**src/rtl/monitor_flags_pkg.sv**
```systemverilog
// Operation
// - Bit0 2.5V fault, bit2 supply fault
// - Bits4-6 remote one, local, remote two temps
// - Read clears flag only when condition gone
// - Register one bit7 ORs register two
// - Overheat flag clears after hysteresis release only
// - Register two bits2-5 flag fans one-four
// - No fan flag while its output off
// - Timer mode: bit5 from accumulated overheat time
// - Bits6-7 flag diode one and two faults
// - High violation only when strictly above limit
// - Low violation when at or below limit
// - Write-protect latch never blocks voltage limits
// - Both flag registers reset to zero
// - Temperature one degree past limit sets flag
// - Fan limit all ones or zeros: no flag
package monitor_flags_pkg;

	// ========================================
	// Register indices (byte address = 4 * index)
	localparam logic [7:0] IDX_FLAGS_A = 8'h41;
	localparam logic [7:0] IDX_FLAGS_B = 8'h42;
	localparam logic [7:0] IDX_RAIL_2V5_LOW = 8'h44;
	localparam logic [7:0] IDX_RAIL_2V5_HIGH = 8'h45;
	localparam logic [7:0] IDX_SUPPLY_LOW = 8'h48;
	localparam logic [7:0] IDX_SUPPLY_HIGH = 8'h49;
	localparam logic [7:0] IDX_TIMER_LIMIT = 8'h7A;
	localparam logic [7:0] IDX_IRQ_STATUS = 8'h80;
	localparam logic [7:0] IDX_IRQ_ENABLE = 8'h81;
	localparam logic [7:0] IDX_IRQ_CLEAR = 8'h82;
	localparam int ADDR_W = 10;
	localparam int IDX_LSB = 2;

	// ========================================
	// Reset values
	localparam logic [7:0] FLAGS_RESET = 8'h00;
	localparam logic [7:0] LOW_LIMIT_RESET = 8'h00;
	localparam logic [7:0] HIGH_LIMIT_RESET = 8'hFF;
	localparam logic [7:0] TIMER_LIMIT_RESET = 8'hFF;
	localparam logic [1:0] IRQ_RESET = 2'h0;

	// ========================================
	// Field positions
	localparam int A_RAIL_2V5 = 0;
	localparam int A_SUPPLY = 2;
	localparam int A_REMOTE_ONE = 4;
	localparam int A_LOCAL = 5;
	localparam int A_REMOTE_TWO = 6;
	localparam int A_SUMMARY = 7;
	localparam int B_OVERHEAT = 1;
	localparam int B_FAN_FIRST = 2;
	localparam int B_FAN_FOURTH = 5;
	localparam int B_DIODE_ONE = 6;
	localparam int B_DIODE_TWO = 7;
	localparam int IRQ_EV_A = 0;
	localparam int IRQ_EV_B = 1;
	localparam logic [7:0] A_IMPL_MASK = 8'h75;
	localparam logic [7:0] B_IMPL_MASK = 8'hFE;

	// ========================================
	// Fan limit sentinels and timing
	localparam logic [15:0] TACH_ALL_ONES = 16'hFFFF;
	localparam logic [15:0] TACH_ALL_ZEROS = 16'h0000;
	localparam int CLK_HZ = 25_000_000;
	localparam int TIMER_TICK_US = 1000;
	localparam int TIMER_TICK_CYCLES = CLK_HZ / 1_000_000 * TIMER_TICK_US;

endpackage

```
**src/rtl/monitor_status_limit_flags.sv**
```systemverilog
// Register access over Avalon-MM was chosen for this implementation.
`timescale 1ns/100ps
module monitor_status_limit_flags
	import monitor_flags_pkg::*;
#(
	parameter int TICK_CYCLES = TIMER_TICK_CYCLES,
	parameter int FANS = 4,
	parameter int TEMPS = 3
) (
	input wire logic i_ref_clk,
	input wire logic i_rst,
	input wire logic [ADDR_W-1:0] i_avs_address,
	input wire logic i_avs_read,
	input wire logic i_avs_write,
	input wire logic [31:0] i_avs_writedata,
	input wire logic [3:0] i_avs_byteenable,
	output logic [31:0] o_avs_readdata,
	output logic o_avs_waitrequest,
	output logic o_irq,
	input wire logic [7:0] i_rail_2v5_reading,
	input wire logic [7:0] i_supply_reading,
	input wire logic [TEMPS-1:0][7:0] i_temp_reading,
	input wire logic [TEMPS-1:0][7:0] i_temp_low_limit,
	input wire logic [TEMPS-1:0][7:0] i_temp_high_limit,
	input wire logic [FANS-1:0][15:0] i_tach_reading,
	input wire logic [FANS-1:0][15:0] i_tach_min_limit,
	input wire logic [2:0] i_pwm_active,
	input wire logic i_overheat_over,
	input wire logic i_overheat_released,
	input wire logic i_timer_pin_mode,
	input wire logic i_overheat_signal,
	input wire logic i_diode_one_fault,
	input wire logic i_diode_two_fault
);

	// ========================================
	// Bus decode
	logic [7:0] idx;
	logic mapped_rd;
	logic req;
	logic commit;
	logic wr_commit;
	logic rd_commit;
	logic wr_lane;
	logic waitrequest_q;
	logic [31:0] readdata_q;
	logic [7:0] rd_snap_a_q;
	logic [7:0] rd_snap_b_q;

	assign idx = i_avs_address[IDX_LSB +: 8];
	assign req = i_avs_read | i_avs_write;
	// A request completes at the edge where waitrequest is seen low
	assign commit = req & ~waitrequest_q;
	assign wr_commit = commit & i_avs_write;
	assign rd_commit = commit & i_avs_read;
	assign wr_lane = wr_commit & i_avs_byteenable[0];

	// ========================================
	// Limit registers
	logic [7:0] rail_2v5_low_limit_q;
	logic [7:0] rail_2v5_high_limit_q;
	logic [7:0] supply_low_limit_q;
	logic [7:0] supply_high_limit_q;
	logic [7:0] timer_limit_q;

	// No write-protect term here: the lock never reaches these
	always_ff @(posedge i_ref_clk) begin
		if (i_rst) begin
			rail_2v5_low_limit_q <= LOW_LIMIT_RESET;
			rail_2v5_high_limit_q <= HIGH_LIMIT_RESET;
			supply_low_limit_q <= LOW_LIMIT_RESET;
			supply_high_limit_q <= HIGH_LIMIT_RESET;
			timer_limit_q <= TIMER_LIMIT_RESET;
		end else if (wr_lane) begin
			unique case (idx)
				IDX_RAIL_2V5_LOW: rail_2v5_low_limit_q <= i_avs_writedata[7:0];
				IDX_RAIL_2V5_HIGH: rail_2v5_high_limit_q <= i_avs_writedata[7:0];
				IDX_SUPPLY_LOW: supply_low_limit_q <= i_avs_writedata[7:0];
				IDX_SUPPLY_HIGH: supply_high_limit_q <= i_avs_writedata[7:0];
				IDX_TIMER_LIMIT: timer_limit_q <= i_avs_writedata[7:0];
				default: ;
			endcase
		end
	end

	// ========================================
	// Violation conditions
	logic rail_2v5_bad;
	logic supply_bad;
	logic [TEMPS-1:0] temp_bad;
	logic [FANS-1:0] fan_bad;
	logic [FANS-1:0] fan_pwm_on;
	logic overheat_cond_q;
	logic timer_cond;

	// Strictly above high, at or below low
	assign rail_2v5_bad = (i_rail_2v5_reading > rail_2v5_high_limit_q)
		| (i_rail_2v5_reading <= rail_2v5_low_limit_q);
	assign supply_bad = (i_supply_reading > supply_high_limit_q)
		| (i_supply_reading <= supply_low_limit_q);

	// Fan four tracks the third output
	assign fan_pwm_on = {i_pwm_active[2], i_pwm_active};

	genvar g;
	generate
		for (g = 0; g < TEMPS; g++) begin : g_temp
			// Two's complement readings; one degree past sets the flag
			assign temp_bad[g] =
				($signed(i_temp_reading[g]) > $signed(i_temp_high_limit[g]))
				| ($signed(i_temp_reading[g]) <= $signed(i_temp_low_limit[g]));
		end
		for (g = 0; g < FANS; g++) begin : g_fan
			// Longer tach count means slower fan
			assign fan_bad[g] = fan_pwm_on[g]
				& (i_tach_reading[g] > i_tach_min_limit[g])
				& (i_tach_min_limit[g] != TACH_ALL_ONES)
				& (i_tach_min_limit[g] != TACH_ALL_ZEROS);
		end
	endgenerate

	// Condition persists until the temperature drops past the hysteresis
	always_ff @(posedge i_ref_clk) begin
		if (i_rst) begin
			overheat_cond_q <= 1'b0;
		end else if (i_overheat_over) begin
			overheat_cond_q <= 1'b1;
		end else if (i_overheat_released) begin
			overheat_cond_q <= 1'b0;
		end
	end

	// ========================================
	// Overheat assertion timer
	localparam int TICK_W = $clog2(TICK_CYCLES + 1);
	logic [TICK_W-1:0] tick_cnt_q;
	logic tick;
	logic [7:0] accum_q;

	assign tick = (tick_cnt_q == TICK_W'(TICK_CYCLES - 1));

	always_ff @(posedge i_ref_clk) begin
		if (i_rst || !i_overheat_signal || tick) begin
			tick_cnt_q <= '0;
		end else begin
			tick_cnt_q <= tick_cnt_q + TICK_W'(1);
		end
	end

	// Saturates rather than wraps so a long assertion is never missed
	always_ff @(posedge i_ref_clk) begin
		if (i_rst || !i_timer_pin_mode) begin
			accum_q <= '0;
		end else if (rd_commit && idx == IDX_FLAGS_B && !timer_cond) begin
			accum_q <= '0;
		end else if (tick && i_overheat_signal && accum_q != 8'hFF) begin
			accum_q <= accum_q + 8'h01;
		end
	end

	assign timer_cond = accum_q > timer_limit_q;

	// ========================================
	// Sticky flags
	logic [7:0] cond_a;
	logic [7:0] cond_b;
	logic [7:0] flags_a_q;
	logic [7:0] flags_b_q;
	logic [7:0] clr_a;
	logic [7:0] clr_b;
	logic [7:0] flags_a_d;
	logic [7:0] flags_b_d;
	logic [7:0] view_a;

	always_comb begin
		cond_a = '0;
		cond_a[A_RAIL_2V5] = rail_2v5_bad;
		cond_a[A_SUPPLY] = supply_bad;
		cond_a[A_REMOTE_TWO:A_REMOTE_ONE] = temp_bad;
		cond_b = '0;
		cond_b[B_OVERHEAT] = overheat_cond_q;
		cond_b[B_FAN_FOURTH:B_FAN_FIRST] = fan_bad;
		if (i_timer_pin_mode) begin
			cond_b[B_FAN_FOURTH] = timer_cond;
		end
		cond_b[B_DIODE_ONE] = i_diode_one_fault;
		cond_b[B_DIODE_TWO] = i_diode_two_fault;
	end

	// Only bits actually returned by the read are eligible for clearing
	assign clr_a = (rd_commit && idx == IDX_FLAGS_A) ? rd_snap_a_q : '0;
	assign clr_b = (rd_commit && idx == IDX_FLAGS_B) ? rd_snap_b_q : '0;
	// Live condition re-sets in the clearing cycle, so set wins
	assign flags_a_d = (cond_a | (flags_a_q & ~clr_a)) & A_IMPL_MASK;
	assign flags_b_d = (cond_b | (flags_b_q & ~clr_b)) & B_IMPL_MASK;

	always_ff @(posedge i_ref_clk) begin
		if (i_rst) begin
			flags_a_q <= FLAGS_RESET;
			flags_b_q <= FLAGS_RESET;
		end else begin
			flags_a_q <= flags_a_d;
			flags_b_q <= flags_b_d;
		end
	end

	always_comb begin
		view_a = flags_a_q;
		view_a[A_SUMMARY] = |flags_b_q;
	end

	// ========================================
	// Interrupt status, enable and clear
	logic [1:0] irq_status_q;
	logic [1:0] irq_enable_q;
	logic [1:0] irq_event;
	logic [1:0] irq_clr;
	logic [1:0] irq_status_d;
	logic irq_q;

	assign irq_event[IRQ_EV_A] = |(flags_a_d & ~flags_a_q);
	assign irq_event[IRQ_EV_B] = |(flags_b_d & ~flags_b_q);
	assign irq_clr = (wr_lane && idx == IDX_IRQ_CLEAR) ?
		i_avs_writedata[1:0] : '0;
	assign irq_status_d = irq_event | (irq_status_q & ~irq_clr);

	always_ff @(posedge i_ref_clk) begin
		if (i_rst) begin
			irq_status_q <= IRQ_RESET;
		end else begin
			irq_status_q <= irq_status_d;
		end
	end

	always_ff @(posedge i_ref_clk) begin
		if (i_rst) begin
			irq_enable_q <= IRQ_RESET;
		end else if (wr_lane && idx == IDX_IRQ_ENABLE) begin
			irq_enable_q <= i_avs_writedata[1:0];
		end
	end

	// Built from next values so the pin tracks status without lag
	always_ff @(posedge i_ref_clk) begin
		if (i_rst) begin
			irq_q <= 1'b0;
		end else if (wr_lane && idx == IDX_IRQ_ENABLE) begin
			irq_q <= |(irq_status_d & i_avs_writedata[1:0]);
		end else begin
			irq_q <= |(irq_status_d & irq_enable_q);
		end
	end

	// ========================================
	// Bus answer: one wait cycle, read data stands while waitrequest low
	logic [7:0] rd_byte;

	always_comb begin
		mapped_rd = 1'b1;
		unique case (idx)
			IDX_FLAGS_A: rd_byte = view_a;
			IDX_FLAGS_B: rd_byte = flags_b_q;
			IDX_RAIL_2V5_LOW: rd_byte = rail_2v5_low_limit_q;
			IDX_RAIL_2V5_HIGH: rd_byte = rail_2v5_high_limit_q;
			IDX_SUPPLY_LOW: rd_byte = supply_low_limit_q;
			IDX_SUPPLY_HIGH: rd_byte = supply_high_limit_q;
			IDX_TIMER_LIMIT: rd_byte = timer_limit_q;
			IDX_IRQ_STATUS: rd_byte = {6'h00, irq_status_q};
			IDX_IRQ_ENABLE: rd_byte = {6'h00, irq_enable_q};
			default: begin
				rd_byte = 8'h00;
				mapped_rd = 1'b0;
			end
		endcase
	end

	always_ff @(posedge i_ref_clk) begin
		if (i_rst) begin
			waitrequest_q <= 1'b1;
			readdata_q <= 32'h0000_0000;
			rd_snap_a_q <= 8'h00;
			rd_snap_b_q <= 8'h00;
		end else if (req && waitrequest_q) begin
			waitrequest_q <= 1'b0;
			readdata_q <= (i_avs_read && mapped_rd) ?
				{24'h00_0000, rd_byte} : 32'h0000_0000;
			rd_snap_a_q <= flags_a_q;
			rd_snap_b_q <= flags_b_q;
		end else begin
			waitrequest_q <= 1'b1;
		end
	end

	assign o_avs_readdata = readdata_q;
	assign o_avs_waitrequest = waitrequest_q;
	assign o_irq = irq_q;

endmodule // monitor_status_limit_flags

```
**config.mk**
```make
export PLATFORM = sky130hd
export DESIGN_NAME = monitor_status_limit_flags
export DESIGN_NICKNAME = d
export VERILOG_FILES = /design/src/rtl/monitor_flags_pkg.sv /design/src/rtl/monitor_status_limit_flags.sv
export SDC_FILE = /design/constraint.sdc
export NUM_CORES = 1
export LEC_CHECK = 0
export BUFFER_PORTS_ARGS = -buffer_cell sky130_fd_sc_hd__buf_2
export CORE_ASPECT_RATIO = 0.7
export CORE_MARGIN = 3
export CORE_UTILIZATION = 57
export CTS_BUF_LIST = sky130_fd_sc_hd__clkbuf_8
export CTS_CLUSTER_DIAMETER = 150
export DETAILED_ROUTE_END_ITERATION = 8
export PLACE_DENSITY = 0.87
export RECOVER_POWER = 25
export SLEW_MARGIN = 20
export SYNTH_ARGS = -nofsm -noshare
export SYNTH_HDL_FRONTEND = slang
export SYNTH_SLANG_ARGS = --single-unit
```
**constraint.sdc**
```tcl
create_clock -name i_ref_clk -period 7.2 [get_ports i_ref_clk]
set_clock_uncertainty 0.15 [all_clocks]
set_input_delay 0.36 -clock i_ref_clk [delete_from_list [all_inputs] [get_ports i_ref_clk]]
set_output_delay 0.36 -clock i_ref_clk [all_outputs]
set_load 0.02 [all_outputs]
```
==> out/metrics.yaml <==
status:
  status: "complete, but fails checks"
  violations: "capacitance limit, slew limit"
setup_path:
  critical_path.cell_chain: "buf_2, clkbuf_1, inv_1, clkbuf_1, o311ai_1, buf_4, nor2_1"
  rrSetupSlack_ps: 4410
  path_buf_inv: 5
  startpoint_type: "input pin"
  cp_num_cells: 7
  reg2reg_depth: 9
  endpoint_kind: "flop"
  required_ps: 7330
  crit_fanout: 58
  slowest_stage: "clkbuf_1"
  critPathArrivalTime_ps: 3510
  crit_top_cell: "clkbuf_1"
  reg2reg_from: "rail_2v5_high_limit_q[1]$_SDFFE_PP1P_"
  path_class: "in -> reg"
  max_stage_delay_ps: 1840
  cp_top_family: "buffers and inverters"
  r2r-end: "irq_status_q[0]$_SDFF_PP0_"
sta:
  clock.fmax_ghz: 0.296
  min_period_ps: 3380
  fin_tns_setup_ps: 0
  fin_hold_ws_ps: 18.9
  relSlewSlack_pct: -75.1
  tightest_slew_ps: 2630
  setup_viol: 0
  hold_viol_final: 0
  rsz0062_at_grt: "no"
  worst_slack_ps: 3820
  maxSlewViolCount: 59
  fin_crit_sh_pct: 46.9
routing:
  met1Wirelength_mm: 10.7
  route.met3.wl_mm: 2.68
  drt-wirelength-per-cell_um: 15.9
  wl_mm: 25.2
  wl_met2_mm: 11.3
  top_layer: "met5"
  drc_errors: 0
  dr.pass1.iters: 6
  drtAntennaViolNets: 0
  drt_iter0_drc: 681
  vias_per_cell: 5.74
  dr_total_vias: 9101
global_routing:
  grt_usage_pct: 28.7
  grt_max_degree: 59
  overflow: 0
  grt_pass1_vias: 8419
  antenna_found_initial: 3
  grt_pass1_wl_mm: 39.8
hold_path:
  hold_class: "in -> reg"
  holdPathStages: 3
  min_from: "i_overheat_over"
  min_to: "overheat_cond_q$_SDFFE_PP0P_"
cells_and_area:
  drive_gt1_share_pct: 21.3
  layout_common_cells: "buf_2, inv_1, ha_1, nand2_1, dfxtp_1"
  final_cells: 1585
  area_delta_synth_final_pct: 17.5
  regArea_um2: 2040
  layout_commonest_cell: "buf_2"
  multiInputGateArea_um2: 5930
  num-nets-final: 1811
  n_fill_cell: 1266
clocking:
  root_buffer: "clkbuf_8"
  cts_resized: 0
  clockBufferDepth: 2
  clk_pin_slew_ps: 100
  postCtsSetupBuffers: 0
  htree_levels: 3
  clk_latency_ps: 390
  holdBufCountCts: 0
  cts_sinks: 102
  cts_buffers: 9
  cts_tree: "done"
power_and_ir_drop:
  powerDensity_nw_per_um2: 124
  ir_drop_mv: 0.0818
  p_total_mw: 1.28
  p_leak_nw: 5.24
yosys:
  synth_edf_count: 0
  ys_ff_latch: 102
  seq_area_frac_synth_pct: 23.2
  synth.top_cell.area_share_pct: 23.2
  syn_avg_cell_area_um2: 7.77
  synth_area_um2: 8810
  synthArstFlopShare_pct: 0
  syn_inst: 1135
  synth_ff_type: "dfxtp_1"
  ys_top_cells_by_area: "dfxtp_1, ha_1, inv_1, a21oi_1, nand2_1"
  yosys.area.top_type: "dfxtp_1"
  synth_warnings: 0
  synth_cell_types: 77
placement:
  place_ws_ps: 4410
  place_congestion: 0.929
  io_buffers: 255
  hpwlAfterDp_mm: 21.2
  place_inst: 1566
floorplan:
  initial_core_util_pct: 59.1
  row_count: 37
  fp.dieH_um: 110
  core_um2: 14900
  die_w_um: 155
  die_area_um2: 17000
  num_io_pins: 309
job:
  maxCapViolations: 1
[final cells by class]
type / instances / share of cell area (%)
Clock inverter: 4 / 0.290
Inverter: 173 / 6.27
Sequential cell: 102 / 19.7
Clock buffer: 12 / 1.59
Tap cell: 195 / 2.36
Multi-Input combinational cell: 837 / 57.3
Antenna cell: 3 / 0.0725
Timing Repair Buffer: 259 / 12.4
[synthesized netlist by cell type (4+ instances only)]
cell type,n
o21a_1,5
nor4_2,4
a22oi_1,11
a21oi_1,95
or4_1,5
buf_4,27
o22ai_1,4
nand2_1,110
o21ai_0,31
nor2_1,87
a21o_1,13
inv_1,173
buf_2,4
nand2b_1,6
nand4_1,50
a211oi_1,6
clkbuf_1,13
nor2b_1,12
a31oi_1,4
nor3_1,9
a22oi_2,8
and3_1,6
a211o_1,5
nor4_1,20
xor2_1,10
dfxtp_1,102
ha_1,154
o211ai_1,19
xnor2_1,8
nand3_1,41
mux2i_1,22
[worst max-delay path by stage]
stage,from,endpoint,slack [ps]
finish,i_rst,tick_cnt_q[8]$_SDFF_PP0_,3820
global route,i_rst,tick_cnt_q[11]$_SDFF_PP0_,3590
CTS,rail_2v5_high_limit_q[5]$_SDFFE_PP1P_,o_irq$_SDFF_PP0_,4510
detailed placement,i_temp_reading[7],o_irq$_SDFF_PP0_,4410
global placement,i_temp_reading[7],o_irq$_SDFF_PP0_,4430
floorplan,i_tach_min_limit[1],o_irq$_SDFF_PP0_,4890
[flip-flops by register name (all words and copies together) (netlist names), 2 cells and up]
register,flops
irq_enable_q,2
flags_b_q,7
tick_cnt_q,15
rail_2v5_low_limit_q,8
rail_2v5_high_limit_q,8
accum_q,8
irq_status_q,2
o_avs_readdata,8
timer_limit_q,8
rd_snap_b_q,7
supply_high_limit_q,8
rd_snap_a_q,5
supply_low_limit_q,8
flags_a_q,5
[worst register-to-register path: cells and delay by family, from the launching register on]
family                   cells  cell delay [ps]
AO/OA/AOI/OAI                4             1090
adder cells (fa/ha/maj)      1              290
buffers and inverters        1               90
flip-flops                   1              350
AND/OR/NAND/NOR              3              620
[per-stage QoR]
| stage | instance area (um^2) | util (%) |
|---|---|---|
| floorplan | 8900 | - |
| global placement | 10200 | 68.2 |
| detailed placement | 10200 | 68.2 |
| CTS | 10400 | 69.6 |
| global route | 10400 | 69.5 |
| finish | 10400 | 69.5 |
[metal layers]
metal,track usage (%),vias up
li1,-,4476
met3,8.31,52
met4,7.88,2
met5,0,-
met1,37.4,4152
met2,47.1,419
[power by group]
part	internal, mW	total [mW]	switching (mW)
Sequential	0.576	0.589	0.0125
Combinational	0.149	0.337	0.188
Clock	0.155	0.358	0.203
Total	0.880	1.28	0.404
[cells by family after synthesis]
kind of cell | share of synthesized area, %
simple gates | 22.8
compound gates | 17.3
buf+inv | 10.5
fa+ha+maj | 21.9
flops | 23.2
mux | 2.50
xor+xnor | 1.79
other cells | 0.0425
No activity file was read; power rests on OpenSTA's default activity.
